$ cat config.mk
export PLATFORM = sky130hd
export DESIGN_NAME = fsl_ctrl
export DESIGN_NICKNAME = d
export VERILOG_FILES = /design/src/fsl_pkg.sv /design/src/fsl_ctrl.sv
export SDC_FILE = /design/constraint.sdc
export NUM_CORES = 2
export LEC_CHECK = 0
export BUFFER_PORTS_ARGS = -buffer_cell sky130_fd_sc_hd__buf_4
export CAP_MARGIN = 20
export CORE_UTILIZATION = 68
export DETAILED_ROUTE_END_ITERATION = 8
export PLACE_DENSITY = 0.89
export SLEW_MARGIN = 20
export SYNTH_ARGS = -nofsm -noshare
export SYNTH_HDL_FRONTEND = slang
export SYNTH_SLANG_ARGS = --single-unit
$ cat constraint.sdc
create_clock -name i_clk -period 337.3 [get_ports i_clk]
set_input_delay 67.46 -clock i_clk [delete_from_list [all_inputs] [get_ports i_clk]]
set_output_delay 67.46 -clock i_clk [all_outputs]
set_load 0.02 [all_outputs]
$ cat src/fsl_pkg.sv
// Shared constants and types for the fan stop, soft-switch and lock controller
package fsl_pkg;
  localparam int          CLK_HZ          = 100_000_000;
  localparam int          LOCK_DET_MS     = 300;
  localparam int          LOCK_SHORT_MS   = 3500;
  localparam int          LOCK_LONG_MS    = 14000;
  localparam int          LOCK_DET_CYC    = CLK_HZ / 1000 * LOCK_DET_MS;
  localparam longint      LOCK_SHORT_CYCL = longint'(CLK_HZ) / 1000 * LOCK_SHORT_MS;
  localparam longint      LOCK_LONG_CYCL  = longint'(CLK_HZ) / 1000 * LOCK_LONG_MS;
  localparam logic [2:0]  LOCK_SHORT_RUNS = 3'h4;
  localparam logic [2:0]  RESTART_EDGES   = 3'h4;
  localparam logic [7:0]  STOP_STEP       = 8'h05;
  localparam logic [3:0]  STOP_USE_MIN    = 4'hf;
  // 1.6 % of a 0..255 duty scale is about 4 counts
  localparam logic [7:0]  STOP_HYST       = 8'h04;
  // Soft-switch fraction is (code+1)*15/512 of one commutation period
  localparam logic [4:0]  SSW_NUM         = 5'h0f;
  localparam int          SSW_SHIFT       = 9;
  localparam logic [7:0]  PHASE_MAG_MAX   = 8'h7f;
  localparam logic [7:0]  DUTY_FULL       = 8'hff;
  localparam logic [1:0]  DRV_LOW_SIDE    = 2'h0;

  typedef enum logic [3:0] {
    FSL_STOPPED = 4'b0001,
    FSL_RUN     = 4'b0010,
    FSL_LOCKED  = 4'b0100,
    FSL_RESTART = 4'b1000
  } fsl_state_t;
endpackage

$ cat src/fsl_ctrl.sv
// Fan driver control: low-duty stop, soft switch, tach, phase adjust, protections
`timescale 1ns/10ps
module fsl_ctrl #(
  parameter longint LOCK_SHORT_CYC = fsl_pkg::LOCK_SHORT_CYCL,
  parameter longint LOCK_LONG_CYC  = fsl_pkg::LOCK_LONG_CYCL,
  parameter int     LOCK_DET      = fsl_pkg::LOCK_DET_CYC
) (
  input  wire logic       i_clk,
  input  wire logic       i_rst,
  input  wire logic [7:0] i_duty_in,
  input  wire logic       i_pwm_edge,
  input  wire logic [7:0] i_duty_min,
  input  wire logic [7:0] i_duty_max,
  input  wire logic [7:0] i_speed_min,
  input  wire logic [7:0] i_speed_max,
  input  wire logic [3:0] i_stop_select,
  input  wire logic       i_full_output,
  input  wire logic [3:0] i_softswitch_width_fast,
  input  wire logic [3:0] i_softswitch_width_slow,
  input  wire logic [7:0] i_phase_adjust_fast,
  input  wire logic [7:0] i_phase_adjust_slow,
  input  wire logic [7:0] i_loop_duty,
  input  wire logic [15:0] i_comm_period,
  input  wire logic       i_tach_output_select,
  input  wire logic [1:0] i_drive_mode_select,
  input  wire logic       i_hall_input_a,
  input  wire logic       i_hall_input_b,
  input  wire logic       i_thermal_shutdown,
  input  wire logic       i_undervoltage_lockout,
  input  wire logic       i_current_limiter,
  output logic [7:0]      o_target_speed,
  output logic            o_full_drive,
  output logic [8:0]      o_phase_adjust,
  output logic [7:0]      o_out_duty,
  output logic            o_bridge_out_a,
  output logic            o_bridge_out_a_oe,
  output logic            o_bridge_out_b,
  output logic            o_bridge_out_b_oe,
  output logic            o_recirculate,
  output logic            o_tach_pulse_out,
  output logic            o_lock_active
);
  import fsl_pkg::*;

  // Linear interpolation of y between (x0,y0) and (x1,y1), not clamped to x range
  function automatic logic [7:0] lerp8(input logic [7:0] x, input logic [7:0] x0,
                                       input logic [7:0] x1, input logic [7:0] y0,
                                       input logic [7:0] y1);
    logic signed [17:0] num;
    logic        [7:0]  span;
    num  = 18'(signed'({1'b0, y1}) - signed'({1'b0, y0})) * 18'(signed'({1'b0, x - x0}));
    span = (x1 > x0) ? (x1 - x0) : 8'h01;
    lerp8 = 8'(18'(signed'({10'h000, y0})) + num / 18'(signed'({10'h000, span})));
  endfunction

  // ------------------------------------------------------------
  // Duty to speed policy
  // ------------------------------------------------------------
  logic [7:0] stop_thr;
  logic [7:0] code_thr;
  logic       stopped_low;
  logic       zero_duty;
  always_comb begin
    code_thr = 8'(STOP_STEP * i_stop_select);
    if (i_stop_select == STOP_USE_MIN || i_duty_min < code_thr)
      stop_thr = i_duty_min;
    else
      stop_thr = code_thr;
  end
  // Duty at or below the threshold counts as zero-speed; code 0 never does
  assign zero_duty = (i_stop_select != 4'h0) && (i_duty_in <= stop_thr);

  always_ff @(posedge i_clk) begin
    if (i_rst)
      stopped_low <= 1'b1;
    else if (zero_duty)
      stopped_low <= 1'b1;
    else if (i_duty_in > 8'(stop_thr + STOP_HYST) || i_stop_select == 4'h0)
      stopped_low <= 1'b0;
  end

  always_ff @(posedge i_clk) begin
    if (i_rst) begin
      o_target_speed <= 8'h00;
      o_full_drive   <= 1'b0;
    end else if (stopped_low) begin
      o_target_speed <= 8'h00;
      o_full_drive   <= 1'b0;
    end else if (i_duty_in < i_duty_min) begin
      o_target_speed <= i_speed_min;
      o_full_drive   <= 1'b0;
    end else if (i_duty_in > i_duty_max) begin
      o_target_speed <= i_speed_max;
      o_full_drive   <= i_full_output;
    end else begin
      o_target_speed <= lerp8(i_duty_in, i_duty_min, i_duty_max,
                              i_speed_min, i_speed_max);
      o_full_drive   <= 1'b0;
    end
  end

  // ------------------------------------------------------------
  // Phase adjust, signed degrees in 22.225/127 steps
  // ------------------------------------------------------------
  logic signed [8:0] ph_fast;
  logic signed [8:0] ph_slow;
  logic signed [19:0] ph_num;
  logic        [7:0]  spd_span;
  // MSB selects direction, low bits the magnitude in steps
  assign ph_fast = i_phase_adjust_fast[7] ? 9'(i_phase_adjust_fast[6:0])
                                          : -9'(i_phase_adjust_fast[6:0]);
  assign ph_slow = i_phase_adjust_slow[7] ? 9'(i_phase_adjust_slow[6:0])
                                          : -9'(i_phase_adjust_slow[6:0]);
  assign spd_span = (i_speed_max > i_speed_min) ? (i_speed_max - i_speed_min) : 8'h01;
  // Not clamped to the speed range, so it extrapolates when the target speed is zero at stop
  assign ph_num = 20'(ph_fast - ph_slow) *
                  20'(signed'({1'b0, o_target_speed}) - signed'({1'b0, i_speed_min}));
  always_ff @(posedge i_clk) begin
    if (i_rst)
      o_phase_adjust <= 9'h000;
    else
      o_phase_adjust <= 9'(20'(ph_slow) + ph_num / 20'(signed'({12'h000, spd_span})));
  end

  // ------------------------------------------------------------
  // Hall crossing, tach and soft switch ramp
  // ------------------------------------------------------------
  logic       hall_q;
  logic       hall_cross;
  logic [3:0] ssw_code;
  logic [15:0] ramp_len;
  logic [15:0] since_comm;
  logic        tach_toggle;
  logic [7:0]  ramp_duty;
  assign hall_cross = (i_hall_input_a != hall_q);
  assign ssw_code = 4'(lerp8(o_target_speed, i_speed_min, i_speed_max,
                             {4'h0, i_softswitch_width_slow},
                             {4'h0, i_softswitch_width_fast}));
  assign ramp_len = 16'((32'(i_comm_period) * 32'(SSW_NUM) * (32'(ssw_code) + 32'h1))
                        >> SSW_SHIFT);
  always_ff @(posedge i_clk) begin
    if (i_rst) begin
      hall_q      <= 1'b0;
      since_comm  <= 16'h0000;
      tach_toggle <= 1'b0;
    end else begin
      hall_q <= i_hall_input_a;
      if (hall_cross) begin
        tach_toggle <= ~tach_toggle;
        since_comm  <= 16'h0000;
      end else if (since_comm != 16'hffff) begin
        since_comm <= since_comm + 16'h0001;
      end
    end
  end

  // Ramp up after the change, down ahead of the expected next change
  always_comb begin
    logic [15:0] left;
    left = (i_comm_period > since_comm) ? (i_comm_period - since_comm) : 16'h0000;
    ramp_duty = o_full_drive ? DUTY_FULL : i_loop_duty;
    if (ramp_len != 16'h0000 && since_comm < ramp_len)
      ramp_duty = 8'((32'(ramp_duty) * 32'(since_comm)) / 32'(ramp_len));
    else if (ramp_len != 16'h0000 && left < ramp_len)
      ramp_duty = 8'((32'(ramp_duty) * 32'(left)) / 32'(ramp_len));
  end

  // ------------------------------------------------------------
  // Lock detection and protection timing
  // ------------------------------------------------------------
  fsl_state_t  state;
  logic [31:0] idle_cnt;
  logic [31:0] prot_cnt;
  logic [2:0]  lock_runs;
  logic [2:0]  edges_seen;
  logic        stop_seen;
  logic        hold_remain;
  always_ff @(posedge i_clk) begin
    if (i_rst || hall_cross || state != FSL_RUN)
      idle_cnt <= 32'h0;
    else if (idle_cnt != 32'hffffffff)
      idle_cnt <= idle_cnt + 32'h1;
  end

  always_ff @(posedge i_clk) begin
    if (i_rst) begin
      state       <= FSL_STOPPED;
      prot_cnt    <= 32'h0;
      lock_runs   <= 3'h0;
      edges_seen  <= 3'h0;
      stop_seen   <= 1'b0;
      hold_remain <= 1'b0;
    end else begin
      case (state)
        FSL_STOPPED: begin
          edges_seen <= 3'h0;
          if (!stopped_low)
            state <= FSL_RUN;
        end
        FSL_RUN: begin
          if (hall_cross && edges_seen != RESTART_EDGES)
            edges_seen <= edges_seen + 3'h1;
          if (stopped_low) begin
            state <= FSL_STOPPED;
          end else if (idle_cnt > 32'(LOCK_DET)) begin
            state     <= FSL_LOCKED;
            prot_cnt  <= (lock_runs < LOCK_SHORT_RUNS) ? 32'(LOCK_SHORT_CYC)
                                                       : 32'(LOCK_LONG_CYC);
            lock_runs <= (lock_runs < LOCK_SHORT_RUNS) ? lock_runs + 3'h1 : 3'h0;
            stop_seen <= 1'b0;
          end else if (edges_seen == RESTART_EDGES) begin
            lock_runs <= 3'h0;
          end
        end
        FSL_LOCKED: begin
          edges_seen <= 3'h0;
          if (zero_duty)
            stop_seen <= 1'b1;
          if (stop_seen && i_pwm_edge) begin
            lock_runs <= 3'h0;
            state     <= FSL_STOPPED;
          end else if (prot_cnt != 32'h0) begin
            prot_cnt <= prot_cnt - 32'h1;
          end else begin
            state <= FSL_RESTART;
          end
        end
        FSL_RESTART: begin
          // Outputs are off here; a stop keeps the count but only sets hold_remain, so RUN follows next clock and a later visit waits for a PWM edge
          if (zero_duty)
            hold_remain <= 1'b1;
          if (hold_remain && i_pwm_edge) begin
            hold_remain <= 1'b0;
            state       <= FSL_RUN;
          end else if (!hold_remain) begin
            state <= FSL_RUN;
          end
        end
        default: state <= FSL_STOPPED;
      endcase
    end
  end

  always_ff @(posedge i_clk) begin
    if (i_rst)
      o_lock_active <= 1'b0;
    else if (state == FSL_LOCKED)
      o_lock_active <= 1'b1;
    else if (state == FSL_RUN && edges_seen == RESTART_EDGES)
      o_lock_active <= 1'b0;
  end

  always_ff @(posedge i_clk) begin
    if (i_rst)
      o_tach_pulse_out <= 1'b0;
    else
      o_tach_pulse_out <= i_tach_output_select ? o_lock_active : tach_toggle;
  end

  // ------------------------------------------------------------
  // Bridge drive and protections
  // ------------------------------------------------------------
  logic all_off;
  assign all_off = i_thermal_shutdown || state != FSL_RUN;
  always_ff @(posedge i_clk) begin
    if (i_rst) begin
      o_bridge_out_a    <= 1'b0;
      o_bridge_out_a_oe <= 1'b0;
      o_bridge_out_b    <= 1'b0;
      o_bridge_out_b_oe <= 1'b0;
      o_out_duty        <= 8'h00;
      o_recirculate     <= 1'b0;
    end else if (all_off) begin
      o_bridge_out_a_oe <= 1'b0;
      o_bridge_out_b_oe <= 1'b0;
      o_out_duty        <= 8'h00;
      o_recirculate     <= 1'b0;
    end else if (i_undervoltage_lockout) begin
      // Low drive sits opposite the high Hall input, high drive beside it
      o_bridge_out_a    <= i_drive_mode_select[1];
      o_bridge_out_b    <= i_drive_mode_select[1];
      o_bridge_out_a_oe <= (i_hall_input_a == i_drive_mode_select[1]);
      o_bridge_out_b_oe <= (i_hall_input_b == i_drive_mode_select[1]);
      o_out_duty        <= 8'h00;
      o_recirculate     <= 1'b1;
    end else begin
      o_bridge_out_a    <= i_hall_input_a;
      o_bridge_out_b    <= ~i_hall_input_a;
      o_bridge_out_a_oe <= 1'b1;
      o_bridge_out_b_oe <= 1'b1;
      o_out_duty        <= i_current_limiter ? 8'h00 : ramp_duty;
      o_recirculate     <= i_current_limiter;
    end
  end
endmodule

# Word-level counts from Yosys, hierarchy flattened

Index checks and enable logic that the tools add are counted.

Bits in registers: 128
Input bits: 104
Output and inout bits: 33
Word-level logic and storage cells: 175

Add/sub/neg operators: 21
Multiply operators: 8
Div/mod/pow operators: 5
Order comparisons: 12
Equal/unequal tests: 25
Multiplexer cells: 46
Bitwise gates (word level): 3
Reduce and logical (&&, ||, !) cells: 33

Operators with widths:

| cell                    | number |
|---|---|
| $mux W32                | 4 |
| $div A24 B16 Y32        | 2 |
| $mux W8                 | 8 |
| $pmux W32 S2            | 1 |
| $mul A8 B16 Y24         | 2 |
| $div A18 B9 Y18         | 2 |
| $add A32 B1 Y32 const B | 1 |
| $gt A32 B25 Y1 const B  | 1 |
| $gt A8 B8 Y1            | 4 |
| $lt A16 B16 Y1          | 2 |
| $ne A32 B32 Y1 const B  | 1 |
| $reduce_bool A32 Y1     | 1 |
| $sub A32 B1 Y32 const B | 1 |
| $sub A8 B8 Y8           | 4 |
| $mux W31                | 1 |
| $mux W4                 | 7 |
| $mul A20 B5 Y25         | 1 |
| $div A20 B9 Y20         | 1 |
| $mul A16 B4 Y20 const B | 1 |
| $mul A10 B9 Y19         | 1 |
| $mul A9 B9 Y18          | 1 |
| $mux W3                 | 6 |
| $mux W9                 | 2 |
| $neg A7 Y9              | 2 |
| 46 further kinds        | 96 |

# Longest topological paths before layout

Word-level depth: 10
Depth in mapped cells: 790
Gate-level depth less buffers: 742

# Least setup slack after synthesis

Ideal clock, no wire load.

Path type: input to register
Start: input port i_speed_min[0]
End: register o_out_duty[0]
Library setup time: 0.120 ns
Arrival time: 215.339 ns
Data required time: 337.180 ns
Slack: 121.841 ns
Cell stages on the path: 754
Path buffers: 50
Cells stage by stage: ha_1 inv_1 fa_1 a21o_1 a21oi_1 xnor2_1 nand2b_1 fa_1 fa_1 fa_1 inv_1 fa_1 a21oi_1 nor2_1 nor2_1 o21bai_1 a21oi_1 nor2b_1 [718 not listed] nand2b_1 a21oi_1 nor2b_1 o21ai_0 nand2b_1 a21oi_1 nor2b_1 o21ai_0 nand2b_1 a21oi_1 nor2b_1 o21ai_0 nand2b_1 a21oi_1 nand3_1 a2111o_1 o31a_1 o31a_1

Word-level cells in the longest chain between the ends: 10
Elaborated cells between the ends (all ways): 18
Those cells by class: add/sub (4); mul (2); div (3); order compare (3); mux (3); reduce/logical (3)

Ends and longest elaborated chain:

| what                                                                     | RTL line                       | text |
|---|---|---|
| start, declared                                                          | fsl_ctrl.sv:14                 | `input wire logic [7:0] i_speed_min,` |
| $sub A8 B8 Y8 (tied with other cells)                                    | fsl_ctrl.sv:51                 | `num = 18'(signed'({1'b0, y1}) - signed'({1'b0, y0})) * 18'(signed'({1'b0, x - x0}));` |
| $mul A5 B9 Y14 / $mux W8 (equally long branches)                         | fsl_ctrl.sv:51, fsl_ctrl.sv:52 |  |
| $div A18 B9 Y18 *                                                        | fsl_ctrl.sv:53                 | `lerp8 = 8'(18'(signed'({10'h000, y0})) + num / 18'(signed'({10'h000, span})));` |
| $add A4 B4 Y4 *                                                          | fsl_ctrl.sv:53                 |  |
| $add A4 B1 Y5 *                                                          | fsl_ctrl.sv:139                | `assign ramp_len = 16'((32'(i_comm_period) * 32'(SSW_NUM) * (32'(ssw_code) + 32'h1))` |
| $mul A20 B5 Y25 *                                                        | fsl_ctrl.sv:139                |  |
| parallel branches: the longest is 3 deep, another holds $div A24 B16 Y32 | -                              |  |
| $mux W8 *                                                                | fsl_ctrl.sv:162                | `if (ramp_len != 16'h0000 && since_comm < ramp_len)` |
| end signal, assigned                                                     | fsl_ctrl.sv:291                | `o_out_duty <= i_current_limiter ? 8'h00 : ramp_duty;` |
| end, declared                                                            | fsl_ctrl.sv:34                 | `output logic [7:0] o_out_duty,` |

Mark *: on every way between the ends.
A chain may end at the register's enable or synchronous reset.

==> summary.md <==
| Metric | Value |
|---|---|
| Fin. max-slew vios | `0` |
| FMAX | `0.00440 GHz` |
| RSZ-0062 raised after global routing | `no` |
| Setup TNS Final | `0 ns` |
| Starting Density | `0.689` |
| Root Buffer | `clkbuf_16` |
| Crit path max fanout | `35` |
| Postcts setup bufs | `0` |
| R2R depth | `729` |
| Vias in the first global route | `93.1k` |
| Outcome | `finished, final reports clean` |
| Port Buf Inserts | `135` |
| Die width | `368 µm` |
| Pin count of the biggest net entering global routing | `67` |
| CTS H-tree depth | `4` |
| First-pass GRT wire length | `446000 µm` |
| Flops & latches, synth | `128` |
| Routability cong. | `1.00` |
| Crit path DAT | `227.83 ns` |
| Final setup vio count | `0` |
| Min-delay worst type | `flop to flop` |
| CP Class | `input pin to flop` |
| Number of flops mapped to enable cells by yosys | `0` |
| Top_reg_cell synth | `dfxtp_1` |
| Final Hold Viols | `0` |
| Worst Hold Depth | `2` |
| Total CTS buffers | `17` |
| Most frequent CP cell | `o21a_1` |
| Min Tclk post-route | `227.50 ns` |
| Vias per std cell | `6.73` |
| Bufs on Longest Clock Path | `2` |
| Crit end category | `flop` |
| All-Layer GR Usage | `0.388` |
| CTS tree | `yes` |
| Post-synthesis sequential area ratio | `0.0281` |
| Layout cell share with drive strength beyond 1 | `0.0703` |
| Worst slew margin | `0.182` |
| Synth Cell Area | `0.0910 mm²` |
| Clock Skew | `0.0263 ns` |
| FP Rows | `133` |
| Drt total wl | `270000 µm` |
| Top Ports | `137` |
| CTS resizes | `0` |
| Initial antenna violation count | `16` |
| Hold-fix buffers, CTS | `0` |
| Tcrit/Tclk final | `0.674` |
| Worst EP required | `337.63 ns` |
| Post-route antenna net violation count | `0` |
| Most frequent cells in the layout | `ha_1, nor2_1, nand2_1` |
| Synth Instances | `12.5k` |
| Clock sink total | `128` |
| Core area | `0.132 mm²` |
| Slew @ Worst Pin | `1.22 ns` |
| Synth Warn # | `0` |
| Die H | `368 µm` |
| Commonest non-fill, non-tap cell in the layout | `ha_1` |
| Drt pass-1 iters | `7` |
| Clk_lat worst skew | `0.49 ns` |
| Die ar. | `0.135 mm²` |
| Drt initial violations | `8515` |
| Final HPWL DP | `219000 µm` |
| Synth unique cells | `138` |
| Clock Pin Slew Worst Setup and Hold Paths | `0.09 ns` |
| WL/cell | `19.0 µm` |
| Layout area overhead | `3.98%` |
| Highest-delay cell along the critical path | `or4_1` |
| Nets | `14.5k` |
| Grt total ovfl | `0` |
| Ys async rst share | `0` |
| Avg Synthesized Cell Area | `7.30 µm²` |
| Via count | `95.7k` |
| Residual DRC | `0` |
| Max-Cap Viols | `0` |
| Crit start category | `input pin` |
| Crit-path max cell delay | `0.78 ns` |
## state kept, by name, indices dropped and copies added, names as in the netlist, 3 cells and up
register        flops
o_target_speed      8
o_phase_adjust      9
since_comm         16
o_out_duty          8
idle_cnt           32
edges_seen          3
prot_cnt           32
lock_runs           3
state               4
## path summary, 6_finish.rpt
| check | from | endpoint | slack (ns) |
|---|---|---|---|
| worst max-delay path | i_softswitch_width_fast[0] | o_out_duty[0]$_SDFF_PP0_ | 109.80 |
| worst min-delay path | stop_seen$_SDFFE_PP0P_ | stop_seen$_SDFFE_PP0P_ | 0.49 |
| worst max register to register | o_target_speed[0]$_SDFF_PP0_ | o_out_duty[0]$_SDFF_PP0_ | 176.67 |
| worst min register to register | stop_seen$_SDFFE_PP0P_ | stop_seen$_SDFFE_PP0P_ | 0.49 |
## cells by family after synthesis
kind of cell	after synthesis	share of synthesized area
XOR/XNOR	661	0.0637
adder cells (fa/ha/maj)	1961	0.304
AND/OR/NAND/NOR	4725	0.251
multiplexers	332	0.0402
AO/OA/AOI/OAI	3504	0.265
flip-flops	128	0.0281
other	1	0.0000412
buffers and inverters	1160	0.0487
## per-layer routing
metal	vias up	part of all wire	GRT usage
li1	45600	-	-
met1	45400	0.42	0.494
met2	3959	0.45	0.644
met3	708	0.096	0.0757
met4	4	0.033	0.142
met5	-	0.00094	0
## synth_stat cells, types with 128 or more instances
| library cell | instances | area [µm²] |
|---|---|---|
| ha_1 | 1534 | 19200 |
| nor2_1 | 1314 | 4930 |
| nand2_1 | 1090 | 4090 |
| nor3_1 | 860 | 4300 |
| inv_1 | 838 | 3150 |
| o21a_1 | 791 | 5940 |
| a21oi_1 | 733 | 3670 |
| o21ai_0 | 461 | 2310 |
| xnor2_1 | 450 | 3940 |
| fa_1 | 418 | 8370 |
| o31ai_1 | 335 | 2510 |
| mux2_2 | 257 | 2890 |
| clkbuf_1 | 246 | 923 |
| a21o_1 | 243 | 1820 |
| nand3_1 | 227 | 1140 |
| xor2_1 | 210 | 1840 |
| nand4_1 | 163 | 1020 |
| nand2b_1 | 161 | 1010 |
| or2_2 | 152 | 951 |
| nor2b_1 | 140 | 876 |
| or3_1 | 131 | 820 |
| dfxtp_1 | 128 | 2560 |
## layout make-up
cell class | count | area (µm²)
Fill cell | 10700 | 37500
Timing Repair Buffer | 247 | 1850
Inverter | 847 | 3180
Clock inverter | 14 | 148
Sequential cell | 128 | 2560
Multi-Input combinational cell | 11200 | 84300
Tap cell | 1755 | 2200
Antenna cell | 11 | 27.5
Clock buffer | 18 | 429
## per-stage QoR
step | worst slack (ns) | hold WS, ns | area [µm²] | util | std cells
5_1_grt | 97.59 | 0.503 | 94600 | 0.716 | 14200
4_1_cts | 111.81 | 0.487 | 94600 | 0.716 | 14200
2_1_floorplan | 121.84 | 0.441 | 91100 | - | 12500
6_report | 109.80 | 0.491 | 94700 | 0.716 | 14200
3_3_place_gp | 117.74 | 0.459 | 94000 | 0.712 | 14200
3_5_place_dp | 111.81 | 0.476 | 94000 | 0.712 | 14200
## worst max-delay path: cells and delay by family
family | cells | cell delay (ns)
AOI/OAI and AO/OA | 482 | 101.84
xor gates and xnor gates | 5 | 1.75
adders and majority gates | 56 | 18.21
buffers and inverters | 41 | 7.30
muxes | 9 | 2.92
and+or+nand+nor | 140 | 28.01
Power is not shown: default switching activity piles up to over one toggle a cycle in this logic, so the estimate is an artifact.
